### config.mk
export PLATFORM = sky130hd
export DESIGN_NAME = bfw_regs
export DESIGN_NICKNAME = d
export VERILOG_FILES = /design/src/design/bfw_pkg.sv /design/src/design/bfw_regs.sv
export SDC_FILE = /design/constraint.sdc
export NUM_CORES = 1
export LEC_CHECK = 0
export BUFFER_PORTS_ARGS = -buffer_cell sky130_fd_sc_hd__buf_2
export CAP_MARGIN = 10
export CORE_ASPECT_RATIO = 0.7
export CORE_UTILIZATION = 30
export CTS_CLUSTER_DIAMETER = 50
export DETAILED_ROUTE_END_ITERATION = 16
export GPL_ROUTABILITY_DRIVEN = 0
export PLACE_DENSITY = 0.48
export SYNTH_ARGS = -nofsm -noshare
export SYNTH_HDL_FRONTEND = slang
export SYNTH_SLANG_ARGS = --single-unit
### constraint.sdc
create_clock -name mclk_in -period 1.94 [get_ports mclk_in]
set_input_delay 0.388 -clock mclk_in [delete_from_list [all_inputs] [get_ports mclk_in]]
set_output_delay 0.388 -clock mclk_in [all_outputs]
set_load 0.005 [all_outputs]
### src/design/bfw_pkg.sv
// package with register map, field layout and reset values for the forwarding window registers
package bfw_pkg;
  localparam logic [7:0] BFW_OFF_MEM = 8'h20;
  localparam logic [7:0] BFW_OFF_PREF = 8'h24;
  localparam logic [7:0] BFW_OFF_PBOT_HI = 8'h28;
  localparam logic [7:0] BFW_OFF_PTOP_HI = 8'h2c;
  localparam logic [7:0] BFW_OFF_IO_HI = 8'h30;
  localparam logic [7:0] BFW_OFF_CAP = 8'h34;
  // low-order io window bits, not held here, come in as ports
  localparam logic [3:0] BFW_ADDR_CAP_CODE = 4'h1;
  localparam logic [7:0] BFW_CAP_PTR = 8'hb0;
  localparam logic [11:0] BFW_FIELD12_RST = 12'h000;
  localparam logic [31:0] BFW_WORD_RST = 32'h0000_0000;
  localparam logic [15:0] BFW_HALF_RST = 16'h0000;
  localparam logic [19:0] BFW_MEM_LOW_ONES = 20'hf_ffff;
  localparam logic [11:0] BFW_IO_LOW_ONES = 12'hfff;
  localparam logic [1:0] BFW_RESP_OKAY = 2'b00;
  localparam logic [1:0] BFW_RESP_SLVERR = 2'b10;
endpackage : bfw_pkg

### src/design/bfw_regs.sv
// forwarding window register bank with axi4-lite slave and window hit decode
//
// Register access over AXI4-Lite was chosen for this implementation.
`timescale 1ns/1ns
module bfw_regs (
  input wire logic mclk_in, // 10 mhz clock
  input wire logic reset_in, // synchronous active high reset
  input wire logic [7:0] awaddr_in, // write address
  input wire logic awvalid_in, // write address valid
  output logic awready_out, // write address ready
  input wire logic [31:0] wdata_in, // write data
  input wire logic [3:0] wstrb_in, // write byte strobes
  input wire logic wvalid_in, // write data valid
  output logic wready_out, // write data ready
  output logic [1:0] bresp_out, // write response
  output logic bvalid_out, // write response valid
  input wire logic bready_in, // write response ready
  input wire logic [7:0] araddr_in, // read address
  input wire logic arvalid_in, // read address valid
  output logic arready_out, // read address ready
  output logic [31:0] rdata_out, // read data
  output logic [1:0] rresp_out, // read response
  output logic rvalid_out, // read data valid
  input wire logic rready_in, // read data ready
  input wire logic [11:0] mem_bottom_in, // memory window bottom, address bits 31:20
  input wire logic [3:0] io_bottom_low_in, // io window bottom, address bits 15:12
  input wire logic [3:0] io_top_low_in, // io window top, address bits 15:12
  input wire logic [63:0] mem_addr_in, // memory address under decode
  input wire logic [31:0] io_addr_in, // io address under decode
  output logic mem_hit_out, // address in non-prefetchable window
  output logic pref_hit_out, // address in prefetchable window
  output logic io_hit_out // address in io window
);
  import bfw_pkg::*;

  // ----------------------------------------
  // registers
  // ----------------------------------------
  logic awready_q;
  logic wready_q;
  logic arready_q;
  logic [11:0] mem_top_q;
  logic [11:0] pref_bot_q;
  logic [11:0] pref_top_q;
  logic [31:0] pbot_hi_q;
  logic [31:0] ptop_hi_q;
  logic [15:0] io_bot_hi_q;
  logic [15:0] io_top_hi_q;

  // ----------------------------------------
  // axi write channel
  // ----------------------------------------
  logic aw_held_q;
  logic w_held_q;
  logic [7:0] aw_addr_q;
  logic [31:0] w_data_q;
  logic [3:0] w_strb_q;
  logic bvalid_q;
  logic [1:0] bresp_q;

  // each of address and data is taken once, in either order; bvalid blocks new ones
  // a channel is taken only at an edge where its registered ready is high, so both sides agree on the handshake
  wire aw_take = awvalid_in && awready_q && !aw_held_q && !bvalid_q;
  wire w_take = wvalid_in && wready_q && !w_held_q && !bvalid_q;
  wire wr_go = aw_held_q && w_held_q && !bvalid_q;
  wire [7:0] wr_word = {aw_addr_q[7:2], 2'b00};
  wire wr_mapped = (wr_word == BFW_OFF_MEM) || (wr_word == BFW_OFF_PREF) || (wr_word == BFW_OFF_PBOT_HI) ||
    (wr_word == BFW_OFF_PTOP_HI) || (wr_word == BFW_OFF_IO_HI) || (wr_word == BFW_OFF_CAP);

  // byte-lane merge of a 32-bit old word with the held write data
  function automatic logic [31:0] merge(input logic [31:0] old, input logic [31:0] dat, input logic [3:0] stb);
    logic [31:0] res;
    res = old;
    for (int i = 0; i < 4; i++) begin
      if (stb[i]) begin
        res[i*8 +: 8] = dat[i*8 +: 8];
      end
    end
    return res;
  endfunction : merge

  wire [31:0] mem_word = {mem_top_q, 4'h0, 16'h0000};
  wire [31:0] pref_word = {pref_top_q, BFW_ADDR_CAP_CODE, pref_bot_q, BFW_ADDR_CAP_CODE};
  wire [31:0] io_word = {io_top_hi_q, io_bot_hi_q};
  wire [31:0] mem_new = merge(mem_word, w_data_q, w_strb_q);
  wire [31:0] pref_new = merge(pref_word, w_data_q, w_strb_q);
  wire [31:0] pbot_new = merge(pbot_hi_q, w_data_q, w_strb_q);
  wire [31:0] ptop_new = merge(ptop_hi_q, w_data_q, w_strb_q);
  wire [31:0] io_new = merge(io_word, w_data_q, w_strb_q);

  always_ff @(posedge mclk_in) begin
    if (reset_in) begin
      aw_held_q <= 1'b0;
      w_held_q <= 1'b0;
      aw_addr_q <= 8'h00;
      w_data_q <= BFW_WORD_RST;
      w_strb_q <= 4'h0;
      bvalid_q <= 1'b0;
      bresp_q <= BFW_RESP_OKAY;
    end else begin
      if (aw_take) begin
        aw_held_q <= 1'b1;
        aw_addr_q <= awaddr_in;
      end
      if (w_take) begin
        w_held_q <= 1'b1;
        w_data_q <= wdata_in;
        w_strb_q <= wstrb_in;
      end
      if (wr_go) begin
        aw_held_q <= 1'b0;
        w_held_q <= 1'b0;
        bvalid_q <= 1'b1;
        bresp_q <= wr_mapped ? BFW_RESP_OKAY : BFW_RESP_SLVERR;
      end else if (bvalid_q && bready_in) begin
        bvalid_q <= 1'b0;
      end
    end
  end

  // ----------------------------------------
  // register updates
  // ----------------------------------------
  always_ff @(posedge mclk_in) begin
    if (reset_in) begin
      mem_top_q <= BFW_FIELD12_RST;
      pref_bot_q <= BFW_FIELD12_RST;
      pref_top_q <= BFW_FIELD12_RST;
      pbot_hi_q <= BFW_WORD_RST;
      ptop_hi_q <= BFW_WORD_RST;
      io_bot_hi_q <= BFW_HALF_RST;
      io_top_hi_q <= BFW_HALF_RST;
    end else if (wr_go) begin
      case (wr_word)
        BFW_OFF_MEM: begin
          mem_top_q <= mem_new[31:20];
        end
        BFW_OFF_PREF: begin
          pref_bot_q <= pref_new[15:4];
          pref_top_q <= pref_new[31:20];
        end
        BFW_OFF_PBOT_HI: begin
          pbot_hi_q <= pbot_new;
        end
        BFW_OFF_PTOP_HI: begin
          ptop_hi_q <= ptop_new;
        end
        BFW_OFF_IO_HI: begin
          io_bot_hi_q <= io_new[15:0];
          io_top_hi_q <= io_new[31:16];
        end
        default: begin
        end
      endcase
    end
  end

  // ----------------------------------------
  // axi read channel
  // ----------------------------------------
  logic rvalid_q;
  logic [31:0] rdata_q;
  logic [1:0] rresp_q;

  wire ar_take = arvalid_in && arready_q && !rvalid_q;
  wire [7:0] rd_word = {araddr_in[7:2], 2'b00};
  logic [31:0] rd_mux;
  logic rd_ok;

  always_comb begin
    rd_ok = 1'b1;
    case (rd_word)
      BFW_OFF_MEM: rd_mux = mem_word;
      BFW_OFF_PREF: rd_mux = pref_word;
      BFW_OFF_PBOT_HI: rd_mux = pbot_hi_q;
      BFW_OFF_PTOP_HI: rd_mux = ptop_hi_q;
      BFW_OFF_IO_HI: rd_mux = io_word;
      BFW_OFF_CAP: rd_mux = {24'h00_0000, BFW_CAP_PTR};
      default: begin
        rd_mux = BFW_WORD_RST;
        rd_ok = 1'b0;
      end
    endcase
  end

  always_ff @(posedge mclk_in) begin
    if (reset_in) begin
      rvalid_q <= 1'b0;
      rdata_q <= BFW_WORD_RST;
      rresp_q <= BFW_RESP_OKAY;
    end else if (ar_take) begin
      rvalid_q <= 1'b1;
      rdata_q <= rd_mux;
      rresp_q <= rd_ok ? BFW_RESP_OKAY : BFW_RESP_SLVERR;
    end else if (rvalid_q && rready_in) begin
      rvalid_q <= 1'b0;
    end
  end

  // ----------------------------------------
  // window assembly and hit decode
  // ----------------------------------------
  wire [63:0] pref_lo = {pbot_hi_q, pref_bot_q, 20'h0_0000};
  wire [63:0] pref_hi = {ptop_hi_q, pref_top_q, BFW_MEM_LOW_ONES};
  wire [63:0] mem_lo = {32'h0000_0000, mem_bottom_in, 20'h0_0000};
  wire [63:0] mem_hi = {32'h0000_0000, mem_top_q, BFW_MEM_LOW_ONES};
  wire [31:0] io_lo = {io_bot_hi_q, io_bottom_low_in, 12'h000};
  wire [31:0] io_hi = {io_top_hi_q, io_top_low_in, BFW_IO_LOW_ONES};
  wire mem_in = (mem_addr_in >= mem_lo) && (mem_addr_in <= mem_hi);
  wire pref_in = (mem_addr_in >= pref_lo) && (mem_addr_in <= pref_hi);
  wire io_in = (io_addr_in >= io_lo) && (io_addr_in <= io_hi);

  // registered so every output comes from a flip-flop; costs one cycle of decode latency
  logic mem_hit_q;
  logic pref_hit_q;
  logic io_hit_q;
  always_ff @(posedge mclk_in) begin
    if (reset_in) begin
      mem_hit_q <= 1'b0;
      pref_hit_q <= 1'b0;
      io_hit_q <= 1'b0;
    end else begin
      mem_hit_q <= mem_in;
      pref_hit_q <= pref_in;
      io_hit_q <= io_in;
    end
  end

  // ready flags are registers: held-side flops invert into readiness
  always_ff @(posedge mclk_in) begin
    if (reset_in) begin
      awready_q <= 1'b0;
      wready_q <= 1'b0;
      arready_q <= 1'b0;
    end else begin
      awready_q <= !(aw_held_q || aw_take) && !(bvalid_q || wr_go);
      wready_q <= !(w_held_q || w_take) && !(bvalid_q || wr_go);
      arready_q <= !(rvalid_q || ar_take);
    end
  end

  assign awready_out = awready_q;
  assign wready_out = wready_q;
  assign bvalid_out = bvalid_q;
  assign bresp_out = bresp_q;
  assign arready_out = arready_q;
  assign rvalid_out = rvalid_q;
  assign rdata_out = rdata_q;
  assign rresp_out = rresp_q;
  assign mem_hit_out = mem_hit_q;
  assign pref_hit_out = pref_hit_q;
  assign io_hit_out = io_hit_q;
endmodule : bfw_regs

After elaboration in Yosys (flattened, before gate mapping)
Index checks and enable logic that the tools add are counted.

word-level totals
  bits of input ports = 175
  register bits after elaboration = 222

operators by class
  magnitude comparators = 6
  muxes and demuxes = 8
  reduce and logical (&&, ||, !) cells = 56
  equal/unequal tests = 12

operators with widths
  cell                                                             count
  32-bit case mux with 6 select lines                              1
  6-bit by 4-bit == test with 1-bit output, second input constant  12
  64-bit by 32-bit greater-or-equal comparator with 1-bit output   1
  64-bit greater-or-equal comparator                               1
  64-bit by 32-bit less-or-equal comparator with 1-bit output      1
  64-bit less-or-equal comparator                                  1
  3-bit AND reduction                                              18
  32-bit greater-or-equal comparator                               1
  32-bit less-or-equal comparator                                  1
  1-bit logical AND                                                17
  1-bit logical OR                                                 9
  1-bit zero test                                                  8
  6-bit OR reduction                                               1
  1-bit 2-to-1 mux                                                 5
  2-bit 2-to-1 mux                                                 2
  2-bit nonzero test                                               2
  2-bit OR reduction                                               1

Logic depth before layout (Yosys ltp)
  depth after elaboration = 7
  depth in mapped cells = 9
  mapped depth without buffers = 9

Worst setup path before layout
No wires, ideal clock.

  path kind = in2reg
  start point = in io_addr_in[25]
  end point = reg io_hit_q (netlist: io_hit_out)
  path slack = 0.101 ns
  arrival = 1.710 ns
  stages on the path = 8
  path through = ha_1 > a21o_1 > a21o_1 > a21o_1 > a211o_1 > o2111ai_1 > a21o_1 > a22oi_1

between the ends
  word-level cells in the longest chain between the ends = 2
  elaborated cells on any way between the ends = 3

ends and longest elaborated chain
  element                                                                                RTL line         RTL
  start: declaration                                                                     bfw_regs.sv:29   input wire logic [31:0] io_addr_in,
  32-bit greater-or-equal comparator or 32-bit less-or-equal comparator (tied branches)  bfw_regs.sv:211  wire io_in = (io_addr_in >= io_lo) && (io_addr_in <= io_hi);
  1-bit logical AND (*)                                                                  bfw_regs.sv:211
  end signal: assignment                                                                 bfw_regs.sv:225  io_hit_q <= io_in;
  end: declaration                                                                       bfw_regs.sv:216  logic io_hit_q;

Mark *: on every way between the ends. The rest lies on a longest branch, timed or not.
A chain may end at the register's enable or synchronous reset.

Worst setup path in the final report
  start point = reg pref_bot_q[0]
  end point = reg pref_hit_q (netlist: pref_hit_out)

between the ends
  word-level cells in the longest chain between the ends = 2

ends and longest elaborated chain
  element                             RTL line         RTL
  start: declaration                  bfw_regs.sv:43   logic [11:0] pref_bot_q;
  start signal: assignment            bfw_regs.sv:139  pref_bot_q <= pref_new[15:4];
  64-bit greater-or-equal comparator  bfw_regs.sv:210  wire pref_in = (mem_addr_in >= pref_lo) && (mem_addr_in <= pref_hi);
  1-bit logical AND                   bfw_regs.sv:210
  end signal: assignment              bfw_regs.sv:224  pref_hit_q <= pref_in;
  end: declaration                    bfw_regs.sv:215  logic pref_hit_q;

Every way passes these cells.

==> results.toml <==
[sta]
fin_ws_ps = -103
maxSlewViolCount = 0
fmax_ghz = 0.489
fin_crit_sh = 1.05
min_period_ps = 2040
hold_viol = 0
setup_viol = 1
skew_ps = 17.9
rsz0062_at_grt = "yes"
tightest_slew_ps = 752
relSlewSlack = 0.498
tns_ps = -103

[clock_tree]
cts_tree = "yes"
cts_max_path_buffers = 3
h-tree-depth = 1
clk_root_buffer_cell = "clkbuf_16"
cts-buffers-inserted = 29
clkTransAtPathRegs_ps = 60
cts.sinks = 218
ctsHoldBuffers = 0
insertion_delay_ps = 570

[route]
avgViaCountPerCell = 5.03
vias = 12173
wl_per_cell_um = 19.4
drt_iter0_markers = 1111
first_pass_iters = 7
antenna_left = 0
wirelength_um = 46900
drc = 0

[worst_setup_path]
critPathKind = "reg -> reg"
max_stage_delay_ps = 540
critical_path_required_ps = 2370
cp-start-kind = "register"
worstPathMaxFanout = 3
arrival_ps = 2470
cp-end-kind = "register"
crit_path_top_delay_cell = "a2111oi_1"
crit_chain = "ha_1, inv_1, o31ai_1, a2111oi_1, o21ai_1, o211ai_1, a22oi_1"

[global_route]
grt-ovfl-total = 0
top_usage_layer = "met1"
met2_usage = 0.300
grt_use_met3 = 0.0503
antenna_found_initial = 9
grt_pass1_wl_um = 70800
grt_util_all_layers = 0.218
grt_pass1_vias = 11831
grtUsageMet1 = 0.335
grt_max_degree = 144

[run_status]
violations = "negative setup slack"
status = "finished with violations"

[floorplan]
die_h_um = 173
start_util = 0.304
coreArea_um2 = 41000
rows = 62
io_pins = 219
die_w_um = 246
dieArea_um2 = 42500

[synth]
yosysSeqAreaShare = 0.349
synth_edf_count = 0
synthCells = 1518
synthArstFlopShare = 0
synth_area_per_cell_um2 = 8.23
syn_area_um2 = 12500
synthFlopType = "dfxtp_1"
ys_warn_count = 0
synth_cell_types = 51
ys_ff_latch = 218

[layout]
drive_gt1_frac = 0.256
nets = 2177
fin_cells = 2418
area_delta_synth_final_pct = 31.3

[power_and_ir_drop]
p_per_area_nw_per_um2 = 699
vdd.ir_drop.worst_mv = 0.585
power.share.clock = 0.490
intPower_mw = 8.47
pwr-share-seq = 0.406
p_leak_nw = 7.08
swShare = 0.261
power_switching_mw = 2.99
power_frac_comb = 0.104
finalPower_mw = 11.5

[hold_path]
worstHoldPathType = "in -> reg"

[place]
hpwl_um = 37200
port_buffers = 212
placed_cells_incl_taps = 2358

[flow_run]
maxCapViolations = 0
[path summary, 6_finish.rpt]
kind | endpoint | startpoint | cells after the start | slack, ps
max | pref_hit_out$_SDFF_PP0_ | pref_bot_q[0]$_SDFFE_PP0P_ | 7 | -100
min | w_data_q[1]$_SDFFE_PP0P_ | wdata_in[1] | 3 | 60
max reg2reg | pref_hit_out$_SDFF_PP0_ | pref_bot_q[0]$_SDFFE_PP0P_ | 7 | -100
min reg2reg | w_strb_q[2]$_SDFFE_PP0P_ | w_strb_q[2]$_SDFFE_PP0P_ | 2 | 450
[placed cells by master (no fill, tap or decap), types with 5 or more instances in the layout]
master / count
a21oi_1: 197
buf_2: 211
ha_4: 5
inv_2: 5
ha_1: 147
a211oi_1: 5
nor4_1: 20
dfxtp_2: 12
buf_12: 14
a222oi_1: 30
dfxtp_1: 204
a22oi_1: 10
nand2_1: 178
nand3_1: 70
mux2i_1: 82
inv_6: 6
nor3_1: 6
buf_4: 143
nand2_2: 5
clkbuf_16: 29
a21o_1: 41
o21ai_0: 10
inv_1: 153
clkbuf_1: 5
nor2_1: 153
nand4_1: 38
[logic make-up (layout without fill, tap and decap cells)]
logic type | count (synthesis) | in the layout | share of synthesized area
flops | 218 | 218 | 0.349
compound gates | 329 | 329 | 0.164
buf+inv | 227 | 579 | 0.0766
fa+ha+maj | 152 | 152 | 0.152
other cells | 1 | 5 | 0.000300
simple gates | 509 | 509 | 0.192
mux | 82 | 82 | 0.0657
[registers in the layout (all words and copies together) (netlist names), 4 cells and up]
name	cells
aw_addr_q	6
io_bot_hi_q	16
io_top_hi_q	16
mem_top_q	12
pbot_hi_q	32
pref_bot_q	12
pref_top_q	12
ptop_hi_q	32
rdata_out	32
w_data_q	32
w_strb_q	4
[metal layers]
metal / wire (um) / vias to the layer above
li1: - / 6018
met1: 24000 / 5676
met2: 18200 / 389
met3: 3550 / 76
met4: 1050 / 14
met5: 72 / -
[synthesized netlist by cell type (5+ instances only)]
library cell	count	area, um^2
buf_4	10	75.1
nor4_1	22	138
nand3_1	70	350
buf_6	6	67.6
mux2i_1	82	821
nor2_1	153	574
ha_1	152	1900
nand2_1	180	676
dfxtp_1	218	4360
a22oi_1	10	75.1
a21oi_1	200	1000
clkbuf_1	33	124
a211oi_1	6	45.0
nor3_1	8	40.0
a222oi_1	30	300
o21ai_0	15	75.1
nand4_1	38	238
inv_1	156	586
buf_2	17	85.1
a221oi_1	5	43.8
a21o_1	41	308
[worst max-delay path: cells and delay by family, from the launching register on]
kind	cells	cell delay [ps]
compound gates	5	1070
fa+ha+maj	1	290
buf+inv	1	50
flops	1	500
[power groups by stage]
stage               Sequential [mW]  Combinational [mW]  Clock (mW)
floorplan                      4.69               0.580           0
global placement               4.75                1.13           0
detailed placement             4.75                1.16           0
CTS                            4.65                1.18        5.71
global route                   4.66                1.34        5.90
finish                         4.65                1.19        5.61
[through the flow]
stage | utilization | cell area [um^2] | hold slack [ps] | worst slack, ps
2_1_floorplan | - | 12500 | 432 | 101
3_3_place_gp | 0.370 | 15200 | 444 | -318
3_5_place_dp | 0.370 | 15200 | 446 | -245
4_1_cts | 0.396 | 16300 | 34.2 | -81.6
5_1_grt | 0.399 | 16400 | 46.9 | -219
6_report | 0.400 | 16400 | 59.0 | -103
[timing repair]
| action | CTS | global route |
|---|---|---|
| resized for setup | 18 | 28 |
| pin swaps | 5 | 10 |
| setup endpoints to repair | 3 | 20 |
| buffers inserted | 0 | 5 |
[layout make-up]
class	instances	area (um^2)
fill	4237	24600
multi-input combinational	1074	7310
inverter	158	593
antenna	3	7.51
timing repair buffer	369	2420
clock inverter	16	219
clock buffer	36	772
sequential	218	4390
tap	544	681
No activity file was read; power rests on OpenSTA's default activity.
